<file path="src/inc/pbgci_pkg.sv">
// Constants and helpers shared by the port B GPIO block
package pbgci_pkg;

	localparam int          PIN_N        = 8;
	localparam int          DATA_W       = 8;
	localparam int          AXI_DATA_W   = 32;
	localparam int          ADDR_W       = 12;
	localparam int          IDX_W        = 8;
	localparam int          IDX_LO       = 2;
	localparam int          IDX_HI       = IDX_LO + IDX_W - 1;

	// Register indices; byte address is four times the index
	localparam logic [7:0]  IDX_PORT     = 8'h06;
	localparam logic [7:0]  IDX_OPTION   = 8'h81;
	localparam logic [7:0]  IDX_DIR      = 8'h86;
	localparam logic [7:0]  IDX_INTCTL   = 8'h0B;

	// Reset values
	localparam logic [7:0]  DIR_RST      = 8'hFF;
	localparam logic [7:0]  OPTION_RST   = 8'hFF;

	// Field positions
	localparam int          OPT_PULLUP_N = 7;
	localparam int          INTCTL_FLAG  = 0;

	// Pin roles
	localparam int          PIN_EXT_IRQ  = 0;
	localparam int          PIN_TMR_OUT  = 1;
	localparam int          PIN_TMR_IN   = 2;
	localparam int          PIN_CCP      = 3;
	localparam int          CHG_LO       = 4;
	localparam int          CHG_N        = 4;
	localparam int          PIN_PROG_CLK = 6;
	localparam int          PIN_PROG_DAT = 7;

	// AXI responses
	localparam logic [1:0]  RESP_OKAY    = 2'h0;
	localparam logic [1:0]  RESP_SLVERR  = 2'h2;

	function automatic logic pbgci_is_mapped(input logic [7:0] idx);
		pbgci_is_mapped = (idx == IDX_PORT) || (idx == IDX_OPTION) ||
			(idx == IDX_DIR) || (idx == IDX_INTCTL);
	endfunction : pbgci_is_mapped

endpackage : pbgci_pkg

</file>
<file path="src/inc/pbgci_if.sv">
// Internal carriers: register access and change detection
`timescale 1ns/1ps
interface pbgci_reg_if;
	logic       wr;
	logic [7:0] widx;
	logic [7:0] wdata;
	logic       whit;
	logic       rd;
	logic [7:0] ridx;
	logic [7:0] rdata;
	logic       rhit;
	modport slave (output wr, widx, wdata, rd, ridx,
		input whit, rdata, rhit);
	modport regs (input wr, widx, wdata, rd, ridx,
		output whit, rdata, rhit);
endinterface : pbgci_reg_if

interface pbgci_chg_if;
	logic [3:0] pins;
	logic [3:0] is_input;
	logic       refresh;
	logic       mismatch;
	modport det (input pins, is_input, refresh, output mismatch);
	modport ctl (output pins, is_input, refresh, input mismatch);
endinterface : pbgci_chg_if

</file>
<file path="src/rtl/pbgci_axil_slave.sv">
// AXI4-Lite slave front end for the port B registers
`timescale 1ns/1ps
module pbgci_axil_slave
	import pbgci_pkg::*;
(
	input  wire logic                  aclk,
	input  wire logic                  aresetn,
	input  wire logic                  s_axi_awvalid,
	output      logic                  s_axi_awready,
	input  wire logic [ADDR_W-1:0]     s_axi_awaddr,
	input  wire logic                  s_axi_wvalid,
	output      logic                  s_axi_wready,
	input  wire logic [AXI_DATA_W-1:0] s_axi_wdata,
	input  wire logic [3:0]            s_axi_wstrb,
	output      logic                  s_axi_bvalid,
	input  wire logic                  s_axi_bready,
	output      logic [1:0]            s_axi_bresp,
	input  wire logic                  s_axi_arvalid,
	output      logic                  s_axi_arready,
	input  wire logic [ADDR_W-1:0]     s_axi_araddr,
	output      logic                  s_axi_rvalid,
	input  wire logic                  s_axi_rready,
	output      logic [AXI_DATA_W-1:0] s_axi_rdata,
	output      logic [1:0]            s_axi_rresp,
	pbgci_reg_if.slave                 bus
);

	typedef struct packed {
		logic                  awready;
		logic                  aw_held;
		logic [7:0]            widx;
		logic                  wok;
		logic                  wready;
		logic                  w_held;
		logic [7:0]            wdata;
		logic                  wen;
		logic                  bvalid;
		logic [1:0]            bresp;
		logic                  wr;
		logic                  arready;
		logic                  ar_held;
		logic [7:0]            ridx;
		logic                  rok;
		logic                  rvalid;
		logic [AXI_DATA_W-1:0] rdata;
		logic [1:0]            rresp;
		logic                  rd;
	} pbgci_axil_t;

	pbgci_axil_t st;
	pbgci_axil_t next_st;

	function automatic logic in_range(input logic [ADDR_W-1:0] a);
		in_range = (a[ADDR_W-1:IDX_HI+1] == '0) && (a[IDX_LO-1:0] == '0);
	endfunction : in_range

	always_comb begin
		next_st = st;
		next_st.wr = 1'b0;
		next_st.rd = 1'b0;
		if (s_axi_awvalid && st.awready) begin
			next_st.aw_held = 1'b1;
			next_st.widx = s_axi_awaddr[IDX_HI:IDX_LO];
			next_st.wok = in_range(s_axi_awaddr);
		end
		if (s_axi_wvalid && st.wready) begin
			next_st.w_held = 1'b1;
			next_st.wdata = s_axi_wdata[DATA_W-1:0];
			next_st.wen = s_axi_wstrb[0];
		end
		if (st.bvalid && s_axi_bready)
			next_st.bvalid = 1'b0;
		// Both halves held: answer and fire the register write
		if (st.aw_held && st.w_held && !st.bvalid) begin
			next_st.bvalid = 1'b1;
			next_st.bresp = (st.wok && bus.whit) ? RESP_OKAY : RESP_SLVERR;
			next_st.wr = st.wen && st.wok && bus.whit;
			next_st.aw_held = 1'b0;
			next_st.w_held = 1'b0;
		end
		if (s_axi_arvalid && st.arready) begin
			next_st.ar_held = 1'b1;
			next_st.ridx = s_axi_araddr[IDX_HI:IDX_LO];
			next_st.rok = in_range(s_axi_araddr);
		end
		if (st.rvalid && s_axi_rready)
			next_st.rvalid = 1'b0;
		if (st.ar_held && !st.rvalid) begin
			next_st.rvalid = 1'b1;
			next_st.rdata = (st.rok && bus.rhit) ?
				AXI_DATA_W'(bus.rdata) : '0;
			next_st.rresp = (st.rok && bus.rhit) ? RESP_OKAY : RESP_SLVERR;
			next_st.rd = st.rok && bus.rhit;
			next_st.ar_held = 1'b0;
		end
		next_st.awready = !next_st.aw_held;
		next_st.wready = !next_st.w_held;
		next_st.arready = !next_st.ar_held;
		if (!aresetn)
			next_st = '0;
	end

	always_ff @(posedge aclk) begin
		st <= next_st;
	end

	assign s_axi_awready = st.awready;
	assign s_axi_wready  = st.wready;
	assign s_axi_bvalid  = st.bvalid;
	assign s_axi_bresp   = st.bresp;
	assign s_axi_arready = st.arready;
	assign s_axi_rvalid  = st.rvalid;
	assign s_axi_rdata   = st.rdata;
	assign s_axi_rresp   = st.rresp;
	assign bus.wr        = st.wr;
	assign bus.widx      = st.widx;
	assign bus.wdata     = st.wdata;
	assign bus.rd        = st.rd;
	assign bus.ridx      = st.ridx;

	a_bvalid_held: assert property (@(posedge aclk) disable iff (!aresetn)
		st.bvalid && !s_axi_bready |=> st.bvalid)
		else $error("write response dropped before bready");
	a_read_pulse: assert property (@(posedge aclk) disable iff (!aresetn)
		st.rd |-> st.rvalid && $past(st.ar_held))
		else $error("register read strobe without read answer");

endmodule : pbgci_axil_slave

</file>
<file path="src/rtl/pbgci_change_det.sv">
// Change detector for the upper four port pins
`timescale 1ns/1ps
module pbgci_change_det
	import pbgci_pkg::*;
(
	input  wire logic aclk,
	input  wire logic aresetn,
	pbgci_chg_if.det  chg
);

	typedef struct packed {
		logic [CHG_N-1:0] ref_val;
		logic             mismatch;
	} pbgci_chg_t;

	pbgci_chg_t st;
	pbgci_chg_t next_st;

	always_comb begin
		next_st = st;
		// Output pins are masked out of the comparison
		next_st.mismatch = !chg.refresh &&
			(|((chg.pins ^ st.ref_val) & chg.is_input));
		if (chg.refresh || !aresetn)
			next_st.ref_val = chg.pins;
		if (!aresetn)
			next_st.mismatch = 1'b0;
	end

	always_ff @(posedge aclk) begin
		st <= next_st;
	end

	assign chg.mismatch = st.mismatch;

	a_refresh_ends: assert property (@(posedge aclk) disable iff (!aresetn)
		chg.refresh |=> !chg.mismatch)
		else $error("mismatch seen right after reference refresh");
	a_outputs_ignored: assert property (@(posedge aclk)
		disable iff (!aresetn)
		chg.is_input == '0 |=> !chg.mismatch)
		else $error("output pin took part in change compare");

endmodule : pbgci_change_det

</file>
<file path="src/rtl/pbgci_top.sv">
// Port B GPIO with pull-ups, overrides and change detection
//
// Functional notes
// - Direction bit one makes the pin an input, driver off.
// - Direction bit zero drives the output latch onto the pin.
// - Eight bidirectional pins, each with data and direction bit.
// - Clearing option bit 7 turns on all weak pull-ups together.
// - Pins acting as outputs never have their pull-up on.
// - Pull-ups are off after reset.
// - An enabled peripheral overrides the pin direction bit.
// - Only input pins among bits 4 to 7 take part in change compare.
// - Reference for the compare is latched from the pins on port read.
// - Mismatches are ORed to set the port change flag, bit 0.
// - A port change can wake the device from sleep.
// - Any port read or write refreshes the reference, ending mismatch.
// - A lasting mismatch keeps setting the flag every cycle.
// - Pin 0 also feeds the external interrupt input.
// - Pin 3 also serves capture input, compare or PWM output.
// - Pins 1 and 2 carry timer oscillator; pin 1 also timer clock.
// - Pins 6 and 7 serve as programming clock and data.
// - Reset loads direction and option all ones; latch stays.
`timescale 1ns/1ps
module pbgci_top
	import pbgci_pkg::*;
(
	input  wire logic                  aclk,
	input  wire logic                  aresetn,
	input  wire logic                  s_axi_awvalid,
	output      logic                  s_axi_awready,
	input  wire logic [ADDR_W-1:0]     s_axi_awaddr,
	input  wire logic                  s_axi_wvalid,
	output      logic                  s_axi_wready,
	input  wire logic [AXI_DATA_W-1:0] s_axi_wdata,
	input  wire logic [3:0]            s_axi_wstrb,
	output      logic                  s_axi_bvalid,
	input  wire logic                  s_axi_bready,
	output      logic [1:0]            s_axi_bresp,
	input  wire logic                  s_axi_arvalid,
	output      logic                  s_axi_arready,
	input  wire logic [ADDR_W-1:0]     s_axi_araddr,
	output      logic                  s_axi_rvalid,
	input  wire logic                  s_axi_rready,
	output      logic [AXI_DATA_W-1:0] s_axi_rdata,
	output      logic [1:0]            s_axi_rresp,
	input  wire logic [PIN_N-1:0]      pin_in,
	output      logic [PIN_N-1:0]      pin_out,
	output      logic [PIN_N-1:0]      pin_oe_n,
	output      logic [PIN_N-1:0]      pullup_en,
	input  wire logic                  timer_osc_enable,
	input  wire logic                  ccp_capture_enable,
	input  wire logic                  ccp_drive_enable,
	input  wire logic                  ccp_out,
	input  wire logic                  prog_mode,
	input  wire logic                  prog_data_drive,
	input  wire logic                  prog_data_out,
	input  wire logic                  sleep_mode,
	output      logic                  ext_irq_in,
	output      logic                  timer_clk_in,
	output      logic                  timer_osc_in,
	output      logic                  capture_in,
	output      logic                  prog_clock_in,
	output      logic                  prog_data_in,
	output      logic                  port_change_flag,
	output      logic                  wake_req
);

	////////////////////////////////////////////////////////////////////////
	// State

	typedef struct packed {
		logic [PIN_N-1:0] latch;
		logic [PIN_N-1:0] dir;
		logic [PIN_N-1:0] option;
		logic             flag;
		logic [PIN_N-1:0] pin_out;
		logic [PIN_N-1:0] pin_oe_n;
		logic [PIN_N-1:0] pullup_en;
		logic             ext_irq_in;
		logic             timer_clk_in;
		logic             timer_osc_in;
		logic             capture_in;
		logic             prog_clock_in;
		logic             prog_data_in;
		logic             wake;
	} pbgci_top_t;

	pbgci_top_t       st;
	pbgci_top_t       next_st;
	logic [PIN_N-1:0] eff_dir;
	logic [PIN_N-1:0] drive_val;
	logic             port_wr;
	logic             port_rd;
	logic [7:0]       read_val;

	pbgci_reg_if bus ();
	pbgci_chg_if chg ();

	////////////////////////////////////////////////////////////////////////
	// Bus slave and change detector

	pbgci_axil_slave u_slave (
		.aclk          (aclk),
		.aresetn       (aresetn),
		.s_axi_awvalid (s_axi_awvalid),
		.s_axi_awready (s_axi_awready),
		.s_axi_awaddr  (s_axi_awaddr),
		.s_axi_wvalid  (s_axi_wvalid),
		.s_axi_wready  (s_axi_wready),
		.s_axi_wdata   (s_axi_wdata),
		.s_axi_wstrb   (s_axi_wstrb),
		.s_axi_bvalid  (s_axi_bvalid),
		.s_axi_bready  (s_axi_bready),
		.s_axi_bresp   (s_axi_bresp),
		.s_axi_arvalid (s_axi_arvalid),
		.s_axi_arready (s_axi_arready),
		.s_axi_araddr  (s_axi_araddr),
		.s_axi_rvalid  (s_axi_rvalid),
		.s_axi_rready  (s_axi_rready),
		.s_axi_rdata   (s_axi_rdata),
		.s_axi_rresp   (s_axi_rresp),
		.bus           (bus)
	);

	pbgci_change_det u_chg (
		.aclk    (aclk),
		.aresetn (aresetn),
		.chg     (chg)
	);

	////////////////////////////////////////////////////////////////////////
	// Register decode and read mux

	assign bus.whit = pbgci_is_mapped(bus.widx);
	assign bus.rhit = pbgci_is_mapped(bus.ridx);
	assign port_wr  = bus.wr && (bus.widx == IDX_PORT);
	assign port_rd  = bus.rd && (bus.ridx == IDX_PORT);

	always_comb begin
		read_val = '0;
		case (bus.ridx)
			IDX_PORT:   read_val = pin_in;
			IDX_OPTION: read_val = st.option;
			IDX_DIR:    read_val = st.dir;
			IDX_INTCTL: read_val[INTCTL_FLAG] = st.flag;
			default:    read_val = '0;
		endcase
	end
	assign bus.rdata = read_val;

	////////////////////////////////////////////////////////////////////////
	// Change detector hookup

	assign chg.pins     = pin_in[CHG_LO +: CHG_N];
	assign chg.is_input = eff_dir[CHG_LO +: CHG_N];
	assign chg.refresh  = port_rd || port_wr;

	////////////////////////////////////////////////////////////////////////
	// Next state

	always_comb begin
		next_st = st;
		// Plain latch and direction per pin before overrides
		for (int i = 0; i < PIN_N; i++) begin
			eff_dir[i] = st.dir[i];
			drive_val[i] = st.latch[i];
		end
		// Peripheral overrides win over the direction bits
		if (timer_osc_enable) begin
			eff_dir[PIN_TMR_OUT] = 1'b1;
			eff_dir[PIN_TMR_IN] = 1'b1;
		end
		if (ccp_capture_enable) begin
			eff_dir[PIN_CCP] = 1'b1;
		end else if (ccp_drive_enable) begin
			eff_dir[PIN_CCP] = 1'b0;
			drive_val[PIN_CCP] = ccp_out;
		end
		if (prog_mode) begin
			eff_dir[PIN_PROG_CLK] = 1'b1;
			eff_dir[PIN_PROG_DAT] = !prog_data_drive;
			drive_val[PIN_PROG_DAT] = prog_data_out;
		end

		// Register writes
		if (bus.wr) begin
			case (bus.widx)
				IDX_PORT:   next_st.latch = bus.wdata;
				IDX_OPTION: next_st.option = bus.wdata;
				IDX_DIR:    next_st.dir = bus.wdata;
				IDX_INTCTL: next_st.flag = bus.wdata[INTCTL_FLAG];
				default:    next_st.flag = st.flag;
			endcase
		end
		// Hardware set beats a software clear in the same cycle
		if (chg.mismatch)
			next_st.flag = 1'b1;
		next_st.wake = chg.mismatch && sleep_mode;

		// Pin drivers; input pins drive low behind a released enable
		next_st.pin_oe_n = eff_dir;
		next_st.pin_out = drive_val & ~eff_dir;
		next_st.pullup_en = {PIN_N{!st.option[OPT_PULLUP_N]}} &
			eff_dir;

		// Alternate-function inputs
		next_st.ext_irq_in = pin_in[PIN_EXT_IRQ];
		next_st.timer_clk_in = pin_in[PIN_TMR_OUT];
		next_st.timer_osc_in = pin_in[PIN_TMR_IN];
		next_st.capture_in = pin_in[PIN_CCP];
		next_st.prog_clock_in = pin_in[PIN_PROG_CLK];
		next_st.prog_data_in = pin_in[PIN_PROG_DAT];

		if (!aresetn) begin
			next_st = '0;
			next_st.latch = st.latch;
			next_st.dir = DIR_RST;
			next_st.option = OPTION_RST;
			next_st.pin_oe_n = DIR_RST;
		end
	end

	always_ff @(posedge aclk) begin
		st <= next_st;
	end

	////////////////////////////////////////////////////////////////////////
	// Outputs

	assign pin_out          = st.pin_out;
	assign pin_oe_n         = st.pin_oe_n;
	assign pullup_en        = st.pullup_en;
	assign ext_irq_in       = st.ext_irq_in;
	assign timer_clk_in     = st.timer_clk_in;
	assign timer_osc_in     = st.timer_osc_in;
	assign capture_in       = st.capture_in;
	assign prog_clock_in    = st.prog_clock_in;
	assign prog_data_in     = st.prog_data_in;
	assign port_change_flag = st.flag;
	assign wake_req         = st.wake;

	////////////////////////////////////////////////////////////////////////
	// Checks

	a_oe_follows_dir: assert property (@(posedge aclk)
		disable iff (!aresetn)
		##1 pin_oe_n == $past(eff_dir))
		else $error("pin enable does not follow effective direction");

	a_out_drives_latch: assert property (@(posedge aclk)
		disable iff (!aresetn)
		(!prog_mode && !st.dir[CHG_LO + 1]) ##1 !port_wr
		|-> pin_out[CHG_LO + 1] == $past(st.latch[CHG_LO + 1]))
		else $error("output pin does not drive its latch");

	a_pullup_rule: assert property (@(posedge aclk)
		disable iff (!aresetn)
		!st.option[OPT_PULLUP_N] |=>
		pullup_en == $past(eff_dir))
		else $error("pull-ups disagree with enable and direction");

	a_pullup_output_off: assert property (@(posedge aclk)
		disable iff (!aresetn)
		##1 (pullup_en & ~pin_oe_n) == '0)
		else $error("pull-up on while pin drives");

	a_reset_defaults: assert property (@(posedge aclk)
		$fell(aresetn) |=> st.dir == DIR_RST &&
		st.option == OPTION_RST && pullup_en == '0)
		else $error("reset left direction or pull-ups wrong");

	a_timer_override: assert property (@(posedge aclk)
		disable iff (!aresetn)
		timer_osc_enable |=>
		pin_oe_n[PIN_TMR_IN] && pin_oe_n[PIN_TMR_OUT])
		else $error("timer oscillator pins not forced to input");

	a_ccp_override: assert property (@(posedge aclk)
		disable iff (!aresetn)
		(!ccp_capture_enable && ccp_drive_enable) |=>
		!pin_oe_n[PIN_CCP] && pin_out[PIN_CCP] == $past(ccp_out))
		else $error("compare output not driven on its pin");

	a_flag_sticks: assert property (@(posedge aclk)
		disable iff (!aresetn)
		chg.mismatch |=> port_change_flag)
		else $error("port change flag not set by mismatch");

	a_flag_holds: assert property (@(posedge aclk)
		disable iff (!aresetn)
		port_change_flag && !chg.mismatch &&
		!(bus.wr && bus.widx == IDX_INTCTL) |=> port_change_flag)
		else $error("port change flag lost without clear");

	a_wake_on_change: assert property (@(posedge aclk)
		disable iff (!aresetn)
		chg.mismatch && sleep_mode |=> wake_req)
		else $error("no wake request on port change in sleep");

	a_port_read_pins: assert property (@(posedge aclk)
		disable iff (!aresetn)
		s_axi_arvalid && s_axi_arready &&
		s_axi_araddr == ADDR_W'({IDX_PORT, 2'h0}) ##1 1'b1
		|=> s_axi_rvalid &&
		s_axi_rdata[DATA_W-1:0] == $past(pin_in))
		else $error("port read does not show pin levels");

	a_ext_irq_follow: assert property (@(posedge aclk)
		disable iff (!aresetn)
		aresetn |=> ext_irq_in == $past(pin_in[PIN_EXT_IRQ]))
		else $error("external interrupt input not following pin 0");

endmodule : pbgci_top

</file>
<file path="config.mk">
export PLATFORM = sky130hd
export DESIGN_NAME = pbgci_top
export DESIGN_NICKNAME = d
export VERILOG_FILES = /design/src/inc/pbgci_pkg.sv /design/src/inc/pbgci_if.sv /design/src/rtl/pbgci_axil_slave.sv /design/src/rtl/pbgci_change_det.sv /design/src/rtl/pbgci_top.sv
export SDC_FILE = /design/constraint.sdc
export NUM_CORES = 1
export LEC_CHECK = 0
export ABC_CLOCK_PERIOD_IN_PS = 6400
export BUFFER_PORTS_ARGS = -buffer_cell sky130_fd_sc_hd__buf_2
export CORE_UTILIZATION = 53
export CTS_CLUSTER_DIAMETER = 30
export CTS_CLUSTER_SIZE = 40
export DETAILED_ROUTE_END_ITERATION = 7
export HOLD_SLACK_MARGIN = 0.06
export PLACE_DENSITY_LB_ADDON = 0.12
export SETUP_SLACK_MARGIN = 0.5
export SYNTH_ARGS = -nofsm -noshare
export SYNTH_HDL_FRONTEND = slang
export SYNTH_SLANG_ARGS = --single-unit
</file>
<file path="constraint.sdc">
create_clock -name aclk -period 6.4 [get_ports aclk]
set_clock_uncertainty 0.15 [all_clocks]
set_input_delay 0.96 -clock aclk [delete_from_list [all_inputs] [get_ports aclk]]
set_output_delay 0.96 -clock aclk [all_outputs]
set_load 0.005 [all_outputs]
</file>
# After elaboration in Yosys (flattened, before gate mapping)
# Index checks and enable logic that the tools add are counted.
[op_classes]
n_eq_ne = 8
muxes = 25
bitwise = 5
n_reduce_logical = 50
[op_table]
columns = ["cell", "count"]
rows = [
  ["two-way mux 36 bit", 1],
  ["== test 8 bit, second input constant", 4],
  ["two-way mux 10 bit", 3],
  ["one-hot mux 7 bit (3 select lines)", 1],
  ["logical AND 1 bit", 18],
  ["bitwise AND 8 bit", 2],
  ["== test 8 x 3 -> 1 bit, second input constant", 2],
  ["== test 8 x 4 -> 1 bit, second input constant", 2],
  ["two-way mux 1 bit", 13],
  ["AND reduction 2 bit", 5],
  ["zero test 1 bit", 9],
  ["zero test 2 bit", 4],
  ["logical OR 1 bit", 8],
  ["two-way mux 2 bit", 4],
  ["two-way mux 8 bit", 1],
  ["NOT 8 bit", 1],
  ["nonzero test 2 bit", 4],
  ["bitwise AND 4 bit", 1],
  ["two-way mux 4 bit", 1],
  ["one-hot mux 1 bit (4 select lines)", 1],
  ["OR reduction 4 bit", 1],
  ["bitwise XOR 4 bit", 1],
  ["AND reduction 3 bit", 1],
]
[totals]
ff_bits = 134
out_inout_bits = 73
elab_cells = 123

# Longest topological paths before layout
# Gate-level depths: netlist (run 1).
[depth]
ltp_word = 7
mapped_depth = 5
mapped_depth_nobuf = 4

# Hierarchy
# From an unflattened synthesis (run 1), not the netlist that was laid out.
[hier_totals]
hier_cells = 481
hier_area_um2 = 4749.6
[modules_own_cells]
columns = ["mod", "instances", "cells_each", "area_each_um2", "seq_area_each_um2"]
rows = [
  ["pbgci_top", 1, 229, 2418.6, 1201.2],
  ["pbgci_axil_slave", 1, 239, 2129.5, 940.9],
  ["pbgci_change_det", 1, 13, 201.4, 140.1],
]

# Least setup slack after synthesis (run 1)
# No wires, ideal clock.
[synth_timing]
path_type = "input to register"
from = "in aresetn"
to = "reg st, in the netlist drive_val[0] (enable)"
setup_ps = 395
arrival_time_ps = 2144
t_required_ps = 5855
path_slack_ps = 3712
path_stages = 3
path_buffers = 1
cell_sequence = "inv_1 > buf_1 > nor4_1"
[synth_via]
elab_chain_cells = 1
[synth_lines]
columns = ["item", "line_no", "source"]
rows = [
  ["from (decl)", "pbgci_top.sv:27", "input wire logic aresetn,"],
  ["AND reduction 3 bit (no line)", "-", ""],
  ["to (signal assigned)", "pbgci_top.sv:223", "st <= next_st;"],
  ["to (decl)", "pbgci_top.sv:87", "pbgci_top_t st;"],
]
# Every way passes these cells.
# A chain may end at the register's enable or synchronous reset.

# Final worst setup path (run 1)
[layout_timing]
from = "in aresetn"
to = "reg st, in the netlist drive_val[5] (enable)"
# The elaborated chain is that of the path after synthesis.

==> flow_summary.toml, run 1 <==
[run_status]
status = "finished clean"

[hold_path]
holdPathStages = 2
hold_path.class = "reg -> reg"

[detailed_routing]
routed_via_density = 4.94
vias = 3125
first_pass_iters = 4
drc_errors = 0
ant_nets = 0
drt-initial-drc-count = 109
wirelength_mm = 8.50
post_drt_wl_per_cell_um = 13.4

[pwr]
combPwrFrac = 0.073
leakagePower_nw = 2.17
power_switching_mw = 0.289
pwr-share-seq = 0.587
p_per_area_mw_per_mm2 = 252
total_power_mw = 1.22
p_clk_frac = 0.340
max-vdd-ir-drop_v = 0.000130
p_int_mw = 0.932
switching_share = 0.237

[worst_setup_path]
crit_chain = "buf_2 -> inv_1 -> buf_4 -> nor4_1 -> buf_4"
critPathMaxFanout = 42
slowest_delay_ns = 0.53
worstSetupStartpointType = "input port"
critPathKind = "in -> reg"
worstRegToRegCells = 3
crit_arrival_ns = 2.48
crit_slowest_cell = "buf_2"
cp.required_ns = 6.33
cp-end-kind = "register"
cp_common_cell = "buf_4"

[die]
dieWidth_um = 93.0
core_area_mm2 = 0.00789
dieArea_mm2 = 0.00865
start_util = 0.557
ios = 156
die_h_um = 93.0
row_count = 32

[logic_synthesis]
synth_cells = 460
ys_ff_latch = 108
synth_edf_count = 12
netlist_area_mm2 = 0.00439
ys.warnings.count = 0
synth-main-ff-cell = "dfxtp_1"
ys_seq_area_frac = 0.520
synthDistinctLibCells = 53
syn_area_per_cell_um2 = 9.55
async_flop_share = 0

[sta]
post-route-period-util = 0.399
hold_viol_final = 0
worst_slew_pin_slew_ns = 0.935
fmax_mhz = 391
timing.setup.tns_ns = 0
period_minus_slack_ns = 2.56
rsz0062_at_grt = "false"
slew-limit-headroom = 0.367
finalSetupViolCount = 0
slew_violations = 0

[clock_network]
cts_buffers = 9
cts_htree_levels = 3
cts-root-buf = "clkbuf_8"
post-cts-setup-buffers = 0
clk_latency_ns = 0.37
cts_buffer_depth = 2
postCtsHoldBufs = 0
clock_sinks = 108
cts_tree = "done"
cts_resized = 0
clkTransAtPathRegs_ns = 0.10

[global_routing]
grt_overflow = 0
grt_util_all_layers = 0.207
grt_pass1_vias = 2865
grt_pass1_wl_mm = 13.8
grt_antenna_before_repair = 0
grt_max_degree = 43

[layout]
fill_cells = 747
area_growth_pct = 10.1
fin_nets = 610
diodes = 0
final_layout_size_suffix_gt1_frac = 0.250
stdcell_area_mm2 = 0.00484
final_core_util = 0.613

[placement]
place.port_buffers = 102
dpl_cell_area_mm2 = 0.00464
dp_hpwl_mm = 6.03
place_congestion = 0.756

[run]
maxCapViolations = 0
-- flip-flops by register name (all words and copies together), names as in the netlist, 2 cells and up --
register,flops
st,15
u_slave.s_axi_rdata,8
u_slave.bus.ridx,8
u_slave.st,6
u_slave.bus.wdata,8
pullup_en,8
pin_out,8
u_slave.bus.widx,8
pin_oe_n,8
u_chg.st,4
drive_val,6
chg.is_input,2
-- cells in the mapped netlist, types with 5 or more instances --
cell type,instances,share of area
o21ai_1,8,0.0091
buf_4,60,0.10
edfxtp_1,12,0.082
a22oi_1,9,0.015
a21oi_1,33,0.038
dfxtp_1,96,0.44
mux2_2,5,0.013
mux2i_1,18,0.041
and2_1,14,0.020
nand2b_1,9,0.013
inv_1,15,0.013
nand2_1,87,0.074
clkbuf_1,11,0.0094
nor2_1,22,0.019
-- through the flow --
stage | hold WS [ns] | cells | setup slack, ns
floorplan | 0.271 | 485 | 3.71
global placement | 0.291 | 618 | 3.50
detailed placement | 0.297 | 618 | 3.45
CTS | 0.311 | 633 | 3.85
global route | 0.321 | 633 | 3.72
finish | 0.306 | 633 | 3.84
-- critical path: cells and delay by family --
kind                   cells  cell delay, ns
and+or+nand+nor            1            0.33
buffers and inverters      4            1.15
-- cells in the final DEF (no fill, tap or decap), drive strengths merged, types with 9 or more instances in the layout --
cell    Yosys  final
a21oi      33     33
a22oi       9      9
and2       14     14
buf        62    104
clkbuf     11     10
conb        1     26
dfxtp      96     96
edfxtp     12     12
inv        15     16
mux2i      18     18
nand2      87     87
nand2b      9      9
nor2       22     22
o21ai      12     12
-- cell families after synthesis --
| logic type | synth area share |
|---|---|
| DFF | 0.520 |
| buffers and inverters | 0.126 |
| other | 0.000854 |
| xor gates and xnor gates | 0.00798 |
| and+or+nand+nor | 0.190 |
| AOI/OAI and AO/OA | 0.101 |
| muxes | 0.0538 |
-- per-layer routing --
| layer | track usage | share of wire | vias to the layer above |
|---|---|---|---|
| met5 | 0 | 0 | - |
| met1 | 0.259 | 0.45 | 1427 |
| met3 | 0.0431 | 0.048 | 10 |
| li1 | - | - | 1596 |
| met4 | 0.0744 | 0.013 | 0 |
| met2 | 0.354 | 0.49 | 92 |
-- power by group through the flow --
stage | logic (mW) | registers (mW) | clock network, mW
floorplan | 0.0667 | 0.728 | 0
global placement | 0.0877 | 0.731 | 0
detailed placement | 0.0896 | 0.732 | 0
CTS | 0.0896 | 0.717 | 0.424
global route | 0.102 | 0.720 | 0.451
finish | 0.0897 | 0.717 | 0.415
-- final cells by class --
type / instances / area [um^2] / share of cell area
Sequential cell: 108 / 2280 / 0.472
Multi-Input combinational cell: 289 / 1650 / 0.341
Timing Repair Buffer: 104 / 526 / 0.109
Clock buffer: 10 / 138 / 0.0285
Tap cell: 102 / 128 / 0.0264
Clock inverter: 5 / 60.1 / 0.0124
Inverter: 15 / 56.3 / 0.0116
-- worst paths after layout --
check / start / endpoint / slack [ns]
min reg2reg: u_slave.s_axi_rdata[3] / u_slave.s_axi_rdata[3] / 0.31
max reg2reg: u_slave.bus.widx[4] / u_chg.st[1] / 4.16
min: u_slave.s_axi_rdata[3] / u_slave.s_axi_rdata[3] / 0.31
max: aresetn / drive_val[5] / 3.84
No activity file was read; power rests on OpenSTA's default activity.
==> run 2: changes to the inputs <==
- ABC_CLOCK_PERIOD_IN_PS: 6400 -> 2100
- CORE_UTILIZATION: 53 -> 45
- clock period: 6.4 -> 2.1 ns (I/O delays scaled with it)
==> run 2 against run 1 <==
- non-clock buffer count grew 54
- design area grew 14%
- wire length grew 7.3%
- hold slack lost 0.24 ns
- global-route usage shrank 2.7 points
- critical path type is now reg -> reg
- critical endpoint is now u_chg.st[2]
- largest power group unchanged
==> flow_summary.toml, run 2 (synthesized netlist as in run 1, its figures left out) <==
[run_status]
status = "finished clean"

[detailed_routing]
ant_nets = 0
drt-initial-drc-count = 55
vias = 3349
drc_errors = 0
routed_via_density = 4.68
first_pass_iters = 4
post_drt_wl_per_cell_um = 12.8
top_layer = "met4"
m1WireLength_mm = 4.09
wl_met2_mm = 4.56
met3WireLength_um = 367
wirelength_mm = 9.12

[die]
die_h_um = 101
ios = 156
dieArea_mm2 = 0.0102
start_util = 0.471
row_count = 35
dieWidth_um = 101
core_area_mm2 = 0.00933

[pwr]
power_switching_mw = 0.902
pwr-share-seq = 0.579
max-vdd-ir-drop_v = 0.000301
switching_share = 0.239
combPwrFrac = 0.097
p_int_mw = 2.87
p_per_area_mw_per_mm2 = 683
leakagePower_nw = 2.42
p_clk_frac = 0.324

[worst_setup_path]
cp-end-kind = "register"
critPathKind = "reg -> reg"
cp.required_ns = 2.03
crit_arrival_ns = 1.56
worstSetupStartpointType = "register"
critPathMaxFanout = 5

[sta]
rsz0062_at_grt = "true"
timing.setup.tns_ns = 0
period_minus_slack_ns = 1.63
holdWs_ns = 0.0685
worst_slack_ns = 0.472
post-route-period-util = 0.775
slew_violations = 0
hold_viol_final = 0
fmax_mhz = 614
finalSetupViolCount = 0

[layout]
area_growth_pct = 25.8
fill_cells = 837
final_layout_size_suffix_gt1_frac = 0.283
fin_nets = 664
final_cell_mix = "buf_2 (102), dfxtp_1 (87), nand2_1 (86), dlygate4sd3_1 (42), a21oi_1 (33)"
largest_reg_flops = 15
layout_commonest_cell = "buf_2"
diodes = 0
stdcell_area_mm2 = 0.00553
ff_latch_area_mm2 = 0.00230
top_register = "st"
multi_input_area_mm2 = 0.00177

[global_routing]
grt_antenna_before_repair = 0
grt_max_degree = 32
grt_pass1_vias = 3005
grt_util_all_layers = 0.180
grt_pass1_wl_mm = 14.1
grt_overflow = 0

[placement]
place.port_buffers = 102
post-place-ws_ns = 0.323
place_congestion = 0.743
dpl_cell_area_mm2 = 0.00473
dp_hpwl_mm = 6.30

[clock_network]
cts_buffers = 9
cts_tree = "done"
cts_htree_levels = 3
cts-root-buf = "clkbuf_8"
cts_buffer_depth = 2
clkTransAtPathRegs_ns = 0.09
clk_latency_ns = 0.36
clock_sinks = 108

[run]
maxCapViolations = 0

[hold_path]
hold_path.class = "in -> reg"
## run 2: cell count changes in the layout (fill, tap and decap cells not counted), sizes merged
cell / delta
clkinvlp: +1
inv: -1
dlygate4sd3: +42
clkinv: +2
clkbuf: -1
buf: +12
## run 2: critical path, stage by stage, from the launching register on
cell      delay, ns
dfxtp_4        0.35
and4bb_2       0.36
nand2_4        0.09
o311ai_4       0.23
buf_6          0.16
## run 2: metrics by stage
stage          utilization  total power, mW  cells
6_report             0.592             3.78    715
3_3_place_gp         0.507             2.51    647
4_1_cts              0.586             3.80    714
3_5_place_dp         0.507             2.51    647
5_1_grt              0.592             3.93    715
2_1_floorplan            -             2.43    485
## run 2: final cells by class
class                      instances  area share
multi-input combinational        289       0.320
tap                              129      0.0292
inverter                          15      0.0102
sequential                       108       0.417
timing repair buffer             158       0.189
clock inverter                     7      0.0122
clock buffer                       9      0.0224
## run 2: per-layer routing
metal,global-route usage,vias to the layer above
met3,0.0319,9
li1,-,1709
met5,0,-
met2,0.319,91
met1,0.221,1540
met4,0.0602,0
## run 2: power groups by stage
stage	logic (mW)	registers (mW)	clock network (mW)
finish	0.367	2.18	1.22
global route	0.408	2.19	1.33
CTS	0.359	2.19	1.25
detailed placement	0.280	2.23	0
global placement	0.276	2.23	0
floorplan	0.207	2.22	0
## run 2: final timing paths
kind	startpoint	endpoint	slack, ns	cells past startpoint
hold reg to reg	u_slave.s_axi_rdata[1]	u_slave.s_axi_rdata[1]	0.31	2
hold / removal	ccp_out	pin_out[3]	0.07	3
setup / recovery	u_slave.bus.widx[0]	u_chg.st[2]	0.47	4
setup reg to reg	u_slave.bus.widx[0]	u_chg.st[2]	0.47	4
## run 2: what timing repair did
item                                   CTS  global route
pin swaps                                8             5
gates cloned                             0             0
setup buffers                            9             1
gates resized for setup                 22             9
setup endpoints to repair               38            37
endpoints found under the hold margin   42             0
hold buffers                            42             0
